==> config.mk <==
export PLATFORM = sky130hd
export DESIGN_NAME = port_pin_function_mux
export DESIGN_NICKNAME = d
export VERILOG_FILES = /design/src/pin_mux_pkg.sv /design/src/port_pin_function_mux.sv
export SDC_FILE = /design/constraint.sdc
export NUM_CORES = 1
export LEC_CHECK = 0
export BUFFER_PORTS_ARGS = -buffer_cell sky130_fd_sc_hd__buf_4
export CORE_UTILIZATION = 40
export DETAILED_ROUTE_END_ITERATION = 16
export PLACE_DENSITY_LB_ADDON = 0.2
export SETUP_SLACK_MARGIN = 0.1
export SYNTH_ARGS = -nofsm -noshare
export SYNTH_HDL_FRONTEND = slang
export SYNTH_SLANG_ARGS = --single-unit
==> constraint.sdc <==
create_clock -name i_sys_clk -period 1.6 [get_ports i_sys_clk]
set_clock_uncertainty 0.2 [all_clocks]
set_input_delay 0.24 -clock i_sys_clk [delete_from_list [all_inputs] [get_ports i_sys_clk]]
set_output_delay 0.24 -clock i_sys_clk [all_outputs]
set_load 0.01 [all_outputs]
==> src/pin_mux_pkg.sv <==
package pin_mux_pkg;

    // Multi-phase field encodings
    localparam logic [2:0] MLTPH_STANDALONE = 3'h0;
    localparam logic [2:0] MLTPH_MULTI_OUT_MASTER = 3'h1;
    localparam logic [2:0] MLTPH_MULTI_OUT_SLAVE = 3'h2;
    localparam logic [2:0] MLTPH_PHASE_MASTER = 3'h3;
    localparam logic [2:0] MLTPH_PHASE_SLAVE = 3'h4;
    localparam logic [2:0] MLTPH_ALT_PIN_BIT = 3'h4;

    // Pin positions
    localparam int PA_TIMER_PIN = 2;
    localparam int PA_OD_PIN_A = 4;
    localparam int PA_INPUT_ONLY_PIN = 5;
    localparam int PA_PROG_DATA_PIN = 6;
    localparam int PA_SCL_PIN = 7;
    localparam int PB_SDA_PIN = 0;
    localparam int PB_ALT_CLK_PIN = 5;

    // Reset values
    localparam logic [7:0] DIR_RESET = 8'hff;
    localparam logic [7:0] LAT_RESET = 8'h00;
    localparam logic [7:0] ANSEL_RESET = 8'h0f;

    typedef struct packed {
        logic [7:0] in;
        logic [7:0] out;
        logic [7:0] oe_n;
    } pin_bus_s;

    typedef struct packed {
        logic benchmark_enable_bit;
        logic [2:0] multi_phase_field;
        logic alt_clk_sel;
        logic timer0_clock_select;
        logic ext_interrupt_enable;
        logic i2c_enable;
        logic prog_mode;
    } mux_ctrl_s;

endpackage

==> src/port_pin_function_mux.sv <==
module port_pin_function_mux (
    input wire logic i_sys_clk,
    input wire logic i_srst,
    input wire logic [7:0] i_porta_pin,
    input wire logic [7:0] i_portb_pin,
    input wire logic [7:0] i_porta_direction_reg,
    input wire logic [7:0] i_porta_latch,
    input wire logic [7:0] i_porta_analog_select,
    input wire logic [7:0] i_portb_direction_reg,
    input wire logic [7:0] i_portb_latch,
    input wire logic [7:0] i_portb_analog_select,
    input wire logic [7:0] i_porta_pullup_en,
    input wire logic [7:0] i_portb_pullup_en,
    input wire logic [7:0] i_porta_ioc_en,
    input wire logic [7:0] i_portb_ioc_en,
    input wire pin_mux_pkg::mux_ctrl_s i_ctrl,
    input wire logic i_analog_test_sel,
    input wire logic i_sync_clock_out,
    input wire logic i_i2c_scl_drive_low,
    input wire logic i_i2c_sda_drive_low,
    input wire logic i_prog_data_out,
    input wire logic i_prog_data_drive,
    output logic [7:0] o_porta_out,
    output logic [7:0] o_porta_oe_n,
    output logic [7:0] o_portb_out,
    output logic [7:0] o_portb_oe_n,
    output logic [7:0] o_porta_pullup,
    output logic [7:0] o_portb_pullup,
    output logic [7:0] o_porta_read,
    output logic [7:0] o_portb_read,
    output logic [7:0] o_adc_channel_en,
    output logic o_analog_test_active,
    output logic o_analog_test_sel,
    output logic o_sync_clock_in,
    output logic o_sync_clock_on_alt,
    output logic o_sync_clock_active,
    output logic o_timer0_ext_clock_in,
    output logic o_ext_interrupt,
    output logic o_i2c_scl_in,
    output logic o_i2c_sda_in,
    output logic o_serial_prog_data,
    output logic o_serial_prog_clock,
    output logic o_ioc_event
);

    function automatic logic sync_mode(input logic [2:0] mode);
        sync_mode = (mode != pin_mux_pkg::MLTPH_STANDALONE);
    endfunction

    // Open drain: only a low latch on an output pin enables the driver
    function automatic logic od_oe_n(input logic dir, input logic latch);
        od_oe_n = dir | latch;
    endfunction

    logic [7:0] pa_prev_ff;
    logic [7:0] pb_prev_ff;
    logic sync_on;
    logic sync_alt;
    logic [7:0] nxt_pa_out;
    logic [7:0] nxt_pa_oe_n;
    logic [7:0] nxt_pb_out;
    logic [7:0] nxt_pb_oe_n;
    logic [7:0] pa_dir;
    logic [7:0] pb_dir;

    assign sync_on = sync_mode(i_ctrl.multi_phase_field);
    assign sync_alt = sync_on && i_ctrl.alt_clk_sel;

    // Direction 1 means input; analog-selected pins are forced to input too
    assign pa_dir = i_porta_direction_reg | i_porta_analog_select;
    assign pb_dir = i_portb_direction_reg | i_portb_analog_select;

    // Port A drive
    always_comb begin
        nxt_pa_out = 8'h00;
        nxt_pa_oe_n = 8'hff;
        for (int i = 0; i < 4; i++) begin
            nxt_pa_out[i] = i_porta_latch[i];
            nxt_pa_oe_n[i] = pa_dir[i];
        end
        // Open-drain pins only ever pull low
        nxt_pa_out[pin_mux_pkg::PA_OD_PIN_A] = 1'b0;
        nxt_pa_oe_n[pin_mux_pkg::PA_OD_PIN_A] = od_oe_n(pa_dir[4], i_porta_latch[4]);
        nxt_pa_out[pin_mux_pkg::PA_INPUT_ONLY_PIN] = 1'b0;
        nxt_pa_oe_n[pin_mux_pkg::PA_INPUT_ONLY_PIN] = 1'b1;
        nxt_pa_out[pin_mux_pkg::PA_PROG_DATA_PIN] = i_porta_latch[6];
        nxt_pa_oe_n[pin_mux_pkg::PA_PROG_DATA_PIN] = pa_dir[6];
        nxt_pa_out[pin_mux_pkg::PA_SCL_PIN] = 1'b0;
        nxt_pa_oe_n[pin_mux_pkg::PA_SCL_PIN] = od_oe_n(pa_dir[7], i_porta_latch[7]);
        if (i_ctrl.benchmark_enable_bit) begin
            // Buffer is analog; digital driver released so it cannot fight it
            nxt_pa_oe_n[0] = 1'b1;
            nxt_pa_out[0] = 1'b0;
        end
        if (sync_on && !sync_alt) begin
            nxt_pa_out[1] = i_sync_clock_out;
            nxt_pa_oe_n[1] = i_ctrl.multi_phase_field[0] ? 1'b0 : 1'b1;
        end
        if (i_ctrl.prog_mode) begin
            nxt_pa_out[6] = i_prog_data_out;
            nxt_pa_oe_n[6] = !i_prog_data_drive;
            nxt_pa_oe_n[7] = 1'b1;
        end else if (i_ctrl.i2c_enable) begin
            nxt_pa_oe_n[7] = !i_i2c_scl_drive_low;
        end
    end

    // Port B drive
    always_comb begin
        nxt_pb_out = 8'h00;
        nxt_pb_oe_n = 8'hff;
        for (int i = 1; i < 8; i++) begin
            nxt_pb_out[i] = i_portb_latch[i];
            nxt_pb_oe_n[i] = pb_dir[i];
        end
        nxt_pb_oe_n[pin_mux_pkg::PB_SDA_PIN] = od_oe_n(pb_dir[0], i_portb_latch[0]);
        if (i_ctrl.i2c_enable) begin
            nxt_pb_oe_n[pin_mux_pkg::PB_SDA_PIN] = !i_i2c_sda_drive_low;
        end
        if (sync_alt) begin
            nxt_pb_out[5] = i_sync_clock_out;
            nxt_pb_oe_n[5] = i_ctrl.multi_phase_field[0] ? 1'b0 : 1'b1;
        end
    end

    // Port A pad registers
    always_ff @(posedge i_sys_clk) begin
        if (i_srst) begin
            o_porta_out <= 8'h00;
            o_porta_oe_n <= 8'hff;
        end else begin
            o_porta_out <= nxt_pa_out;
            o_porta_oe_n <= nxt_pa_oe_n;
        end
    end

    // Port B pad registers
    always_ff @(posedge i_sys_clk) begin
        if (i_srst) begin
            o_portb_out <= 8'h00;
            o_portb_oe_n <= 8'hff;
        end else begin
            o_portb_out <= nxt_pb_out;
            o_portb_oe_n <= nxt_pb_oe_n;
        end
    end

    // Port A pull-ups: none on A4, A6, A7
    always_ff @(posedge i_sys_clk) begin
        if (i_srst) begin
            o_porta_pullup <= 8'h00;
        end else begin
            o_porta_pullup <= i_porta_pullup_en & pa_dir & 8'h2f;
        end
    end

    // Port B pull-ups: none on open-drain B0
    always_ff @(posedge i_sys_clk) begin
        if (i_srst) begin
            o_portb_pullup <= 8'h00;
        end else begin
            o_portb_pullup <= i_portb_pullup_en & pb_dir & 8'hfe;
        end
    end

    // A/D channel gating
    always_ff @(posedge i_sys_clk) begin
        if (i_srst) begin
            o_adc_channel_en <= 8'h00;
        end else begin
            o_adc_channel_en[3:0] <= i_porta_direction_reg[3:0] & i_porta_analog_select[3:0];
            o_adc_channel_en[6:4] <= 3'h0;
            o_adc_channel_en[7] <= i_portb_direction_reg[5] & i_portb_analog_select[5] & !sync_alt;
        end
    end

    // Analog test status
    always_ff @(posedge i_sys_clk) begin
        if (i_srst) begin
            o_analog_test_active <= 1'b0;
            o_analog_test_sel <= 1'b0;
        end else begin
            o_analog_test_active <= i_ctrl.benchmark_enable_bit;
            o_analog_test_sel <= i_analog_test_sel;
        end
    end

    // Sync clock input and status
    always_ff @(posedge i_sys_clk) begin
        if (i_srst) begin
            o_sync_clock_in <= 1'b0;
            o_sync_clock_on_alt <= 1'b0;
            o_sync_clock_active <= 1'b0;
        end else begin
            o_sync_clock_in <= sync_alt ? i_portb_pin[5] : i_porta_pin[1];
            o_sync_clock_on_alt <= sync_alt;
            o_sync_clock_active <= sync_on;
        end
    end

    // Timer clock and external interrupt
    always_ff @(posedge i_sys_clk) begin
        if (i_srst) begin
            o_timer0_ext_clock_in <= 1'b0;
            o_ext_interrupt <= 1'b0;
        end else begin
            o_timer0_ext_clock_in <= i_ctrl.timer0_clock_select & i_porta_pin[pin_mux_pkg::PA_TIMER_PIN];
            o_ext_interrupt <= i_ctrl.ext_interrupt_enable & i_porta_pin[pin_mux_pkg::PA_TIMER_PIN];
        end
    end

    // Idle-high bus inputs while I2C is off
    always_ff @(posedge i_sys_clk) begin
        if (i_srst) begin
            o_i2c_scl_in <= 1'b1;
            o_i2c_sda_in <= 1'b1;
        end else begin
            o_i2c_scl_in <= i_ctrl.i2c_enable ? i_porta_pin[7] : 1'b1;
            o_i2c_sda_in <= i_ctrl.i2c_enable ? i_portb_pin[0] : 1'b1;
        end
    end

    // Both lines qualified by one mode bit so they always act as a pair
    always_ff @(posedge i_sys_clk) begin
        if (i_srst) begin
            o_serial_prog_data <= 1'b0;
            o_serial_prog_clock <= 1'b0;
        end else begin
            o_serial_prog_data <= i_ctrl.prog_mode & i_porta_pin[6];
            o_serial_prog_clock <= i_ctrl.prog_mode & i_porta_pin[7];
        end
    end

    // Input readback; analog pins read as zero
    always_ff @(posedge i_sys_clk) begin
        if (i_srst) begin
            o_porta_read <= 8'h00;
            o_portb_read <= 8'h00;
        end else begin
            o_porta_read <= i_porta_pin & ~i_porta_analog_select;
            o_portb_read <= i_portb_pin & ~i_portb_analog_select;
        end
    end

    // Change detect; first sample after reset may flag a stale edge
    always_ff @(posedge i_sys_clk) begin
        if (i_srst) begin
            pa_prev_ff <= 8'h00;
            pb_prev_ff <= 8'h00;
            o_ioc_event <= 1'b0;
        end else begin
            pa_prev_ff <= i_porta_pin;
            pb_prev_ff <= i_portb_pin;
            o_ioc_event <= |(((pa_prev_ff ^ i_porta_pin) & i_porta_ioc_en) |
                ((pb_prev_ff ^ i_portb_pin) & i_portb_ioc_en));
        end
    end

endmodule // port_pin_function_mux

# Word level (Yosys, flattened, before mapping)
# Cells that the tools add are included.
# Widths: inputs -> output; s select.
[word_totals]
output_inout_bits = 84
input_bits = 113
romBits = 0
mem_count = 0
latch_bits = 0
ramBits = 0
word_cells = 77
ff_bits = 100
[op_classes]
n_mux = 10
shift = 0
n_reduce_logical = 11
eq_ne = 0
addsub = 0
n_mul = 0
bitwise = 24
order_cmp = 0
div_mod_pow = 0
[ops]
columns = ["cell", "n"]
rows = [
  ["$and 8x8->8", 5],
  ["$or 8x8->8", 3],
  ["$not 8->8", 2],
  ["$xor 8x8->8", 2],
  ["$mux 1", 10],
  ["$reduce_or 8->1", 1],
  ["$and 1x1->1", 6],
  ["$and 6x6->6", 1],
  ["$reduce_or 2->1", 3],
  ["$and 4x4->4", 1],
  ["$logic_not 1->1", 4],
  ["$or 1x1->1", 3],
  ["$reduce_bool 3->1", 1],
  ["$logic_and 1x1->1", 2],
  ["$not 1->1", 1],
]

# Longest topological paths before layout
[logic_depth]
depth_word = 5
ltp_mapped = 4
mapped_depth_nobuf = 4

# Least setup slack after synthesis
# Ideal clock, no wire load.
[synth_timing]
kind = "reg2reg"
from = "register pb_prev_ff[6]"
to = "register o_ioc_event"
path_buffers = 0
stages_incl_launch_ff = 5
slack_ns = 0.386
arrival_ns = 0.887
required_time_ns = 1.273
setup_time_ns = 0.127
synth_period_minus_slack_ns = 1.214
cell_sequence = "dfxtp_1 > xor2_1 > a22o_1 > a221oi_2 > a31oi_1"
[synth_between]
elab_chain_len = 4
[synth_rtl]
columns = ["element", "line", "text"]
rows = [
  ["start, declared", "port_pin_function_mux.sv:56", "logic [7:0] pb_prev_ff;"],
  ["start signal, assigned", "port_pin_function_mux.sv:253", "pb_prev_ff <= i_portb_pin;"],
  ["$xor 8x8->8", "port_pin_function_mux.sv:255", "((pb_prev_ff ^ i_portb_pin) & i_portb_ioc_en));"],
  ["$and 8x8->8", "port_pin_function_mux.sv:255", ""],
  ["$or 8x8->8", "port_pin_function_mux.sv:254", "o_ioc_event <= |(((pa_prev_ff ^ i_porta_pin) & i_porta_ioc_en) |"],
  ["$reduce_or 8->1", "port_pin_function_mux.sv:254", ""],
  ["end signal, assigned", "port_pin_function_mux.sv:254", ""],
  ["end, declared", "port_pin_function_mux.sv:43", "output logic o_ioc_event"],
]
# No other way between the ends.
# A chain may end at the register's enable or synchronous reset.

# Final worst setup path
[layout_timing]
from = "input i_portb_analog_select[0]"
to = "register o_portb_oe_n[0]"
[layout_between]
elab_chain_len = 3
[layout_rtl]
columns = ["element", "line", "text"]
rows = [
  ["start, declared", "port_pin_function_mux.sv:11", "input wire logic [7:0] i_portb_analog_select,"],
  ["$or 8x8->8", "port_pin_function_mux.sv:71", "assign pb_dir = i_portb_direction_reg | i_portb_analog_select;"],
  ["$or 1x1->1", "port_pin_function_mux.sv:52", "od_oe_n = dir | latch;"],
  ["$mux 1", "port_pin_function_mux.sv:117", "if (i_ctrl.i2c_enable) begin"],
  ["end signal, assigned", "port_pin_function_mux.sv:144", "o_portb_oe_n <= nxt_pb_oe_n;"],
  ["end, declared", "port_pin_function_mux.sv:26", "output logic [7:0] o_portb_oe_n,"],
]
# No other way between the ends.

==> results.py <==
metrics = {
    "clock_network": {
        "cts_tree": "done",
        "htree_levels": 3,
        "clock_sinks": 88,
        "post_cts.repair.setup_buffers": 0,
        "clock_path_buffers": 2,
        "cts.clk_slew.worst_paths_ns": 0.09,
        "number_of_buffers_created_by_cts": 9,
        "root_buffer": "clkbuf_8",
        "worst_skew_pair_latency_ns": 0.35,
    },
    "logic_synthesis": {
        "synthMostInstantiatedCell": "dfxtp_1",
        "number_of_flops_mapped_to_enable_cells_by_yosys": 0,
        "synth_area_leaders": "dfxtp_1, nor2b_1, xor2_1",
        "post_synth_num_cell_types": 31,
        "synth-seq-area-share_pct": 61.0,
        "synth_largest_area_cell": "dfxtp_1",
        "yosys.area.top_type_share_pct": 61.0,
        "yosys_register_bits": 88,
        "post_synth_instance_area_um2": 2890,
        "synth_cells": 256,
        "async_set_or_reset_register_ratio_after_synthesis_pct": 0,
        "synthFlopType": "dfxtp_1",
        "post_synth_most_frequent_cells": "dfxtp_1, nor2b_1, nor2_1, xor2_1",
        "synth_warnings": 0,
        "synth.avg_cell_area_um2": 11.3,
    },
    "final_layout": {
        "layout.core_utilization_pct": 77.6,
        "finish.cell_count_without_fillers": 623,
        "area_growth_syn_to_layout_pct": 84.6,
        "drive_above_1_share_pct": 38.5,
        "fillerInstances": 455,
        "final_nets": 635,
        "count_of_inserted_antenna_diode_cells": 0,
        "post-route-cell-area_um2": 5330,
    },
    "die": {
        "boundaryPins": 197,
        "rows": 30,
        "fp.coreArea_um2": 6870,
        "initial_core_util_pct": 42.0,
        "die_footprint_um2": 7560,
        "die_w_um": 87.0,
        "chipHeight_um": 87.0,
    },
    "timing": {
        "final.min_clock_period_ns": 1.45,
        "maxClockFrequency_mhz": 689,
        "rsz_0062_raised_after_global_routing": "no",
        "setup_ws_ns": 0.149,
        "final.period_utilization_pct": 90.7,
        "setup_violations": 0,
        "drv_slew": 0,
        "max-slew-margin-rel_pct": 61.8,
        "timing_worst_slew_pin_value_ns": 0.573,
        "finalHoldWorstSlack_ns": 0.0194,
        "number_of_hold_violations_in_the_final_report": 0,
        "total_negative_slack_for_setup_checks_ns": 0,
    },
    "setup_path": {
        "reg2regPathDepth": 4,
        "crit_fanout": 2,
        "worstSetupEndpointType": "register",
        "critical_path.reg2reg.endpoint": "o_ioc_event",
        "setup.reg_to_reg.worst_slack_ns": 0.24,
        "critical_path.reg2reg.startpoint": "pa_prev_ff[0]",
        "cp_arrival_ns": 1.49,
        "timing.setup.critical_path_class": "in2reg",
        "timing.critical_path.required_ns": 1.64,
        "worstSetupStartpointType": "primary input",
    },
    "hold_path": {
        "hold_end": "o_i2c_scl_in",
        "timing.hold.worst_path_depth": 2,
        "holdCritStartpoint": "i_ctrl[1]",
        "worstHoldPathType": "in2reg",
    },
    "global_route": {
        "grt_util_all_layers_pct": 22.9,
        "grt_pass1_vias": 2892,
        "largest_net_degree_at_the_start_of_global_routing": 61,
        "antenna_violations_before_repair": 0,
        "grt_overflow_total": 0,
        "first_pass_grt_wire_length_um": 13100,
    },
    "run_status": {
        "outcome": "complete, no violations",
    },
    "pwr": {
        "share_seq_of_total_power_pct": 50.2,
        "power.share.clock_pct": 32.5,
        "internal_power_mw": 3.53,
        "power.switching_mw": 1.11,
        "power_per_cell_area_nw_per_um2": 870,
        "post-layout-total-power_mw": 4.64,
        "p_leak_nw": 2.49,
        "switching_share_pct": 24.0,
        "power.share.combinational_pct": 17.3,
        "vdd.ir_drop.worst_uv": 520,
    },
    "place": {
        "numPlacedInstances": 524,
        "dpl-instance-area_um2": 4250,
        "detailed_place_hpwl_um": 5120,
        "preCtsSetupSlack_ns": 0.182,
        "gpl.final_weighted_congestion": 0.746,
        "io_buffer_count": 179,
    },
    "route": {
        "route.final.wire_length_um": 8500,
        "routed_via_density": 4.40,
        "remaining_drc_errors": 0,
        "antenna_violating_nets_post_route": 0,
        "route.detailed.wl_per_inst_um": 13.6,
        "detailroute.via_count": 2740,
        "detailed_routing_iterations_pass_1": 6,
        "drt_first_iter_violations": 40,
    },
    "job": {
        "max_cap_viol_count": 0,
    },
}
## what timing repair did
item,in CTS,in global routing
endpoints found under the setup margin,0,2
hold endpoints to repair,83,0
hold buffers,83,0
resized for setup,0,10
## layer usage
| layer | routed length (um) | track usage, % |
|---|---|---|
| met5 | 0 | 0 |
| met4 | 246 | 12.1 |
| met3 | 644 | 6.16 |
| met2 | 4500 | 42.4 |
| met1 | 3100 | 23.3 |
## worst max path at each step
stage,end,cells after the start,startpoint,slack [ns]
after floorplan,o_ioc_event,4,pb_prev_ff[6],0.39
after global placement,o_ioc_event,5,i_portb_pin[5],0.18
after detailed placement,o_ioc_event,5,i_portb_pin[5],0.18
after CTS,o_porta_oe_n[7],5,i_porta_analog_select[7],0.10
after global routing,o_ioc_event,5,i_portb_pin[3],0.11
final,o_portb_oe_n[0],5,i_portb_analog_select[0],0.15
## state kept, by name, summed over array words and instances (netlist names), 5 cells and up
name	count
o_porta_pullup	5
o_portb_out	7
o_porta_read	8
o_portb_pullup	7
pb_prev_ff	8
o_portb_read	8
o_portb_oe_n	8
o_adc_channel_en	5
pa_prev_ff	8
o_porta_out	5
o_porta_oe_n	7
## layout by cell type (no fill, tap or decap), drive strengths merged, types with 2 or more instances in the layout
cell,instances
a21oi,4
a221oi,2
a22o,2
a22oi,5
and2,6
buf,181
clkbuf,10
clkinv,2
clkinvlp,3
conb,12
dfxtp,88
dlygate4sd3,80
dlymetal6s4s,3
mux2i,3
nand2,6
nor2,22
nor2b,42
nor3,2
nor3b,12
nor4,2
o21ai,2
or2,3
or3,9
or3b,2
xor2,16
## layout make-up
class / instances / area (um^2) / share of cell area [%]
Clock inverter: 6 / 70.1 / 1.31
Multi-Input combinational cell: 159 / 1040 / 19.6
Clock buffer: 10 / 128 / 2.39
Tap cell: 96 / 120 / 2.25
Sequential cell: 88 / 1760 / 33.0
Timing Repair Buffer: 264 / 2210 / 41.4
## kinds of logic (layout without fill, tap and decap cells)
family	Yosys count	count (layout)	share of synthesized area (%)
AOI/OAI and AO/OA	17	17	4.46
xor gates and xnor gates	16	16	4.85
buffers and inverters	19	280	5.20
DFF	88	88	61.0
muxes	3	3	1.04
other	2	12	0.260
and+or+nand+nor	111	111	23.2
## power by group through the flow
stage | Combinational, mW | Clock, mW | Sequential, mW
4_1_cts | 0.780 | 1.54 | 2.33
5_1_grt | 0.867 | 1.64 | 2.34
3_5_place_dp | 0.615 | 0 | 2.38
3_3_place_gp | 0.606 | 0 | 2.37
6_report | 0.803 | 1.51 | 2.33
2_1_floorplan | 0.209 | 0 | 2.42
## critical path: stages
cell	delay (ns)
dlygate4sd3_1	0.54
buf_4	0.14
nor4_1	0.31
a21oi_1	0.06
or2_1	0.20
Note: power is estimated with default switching activity, not from simulation.
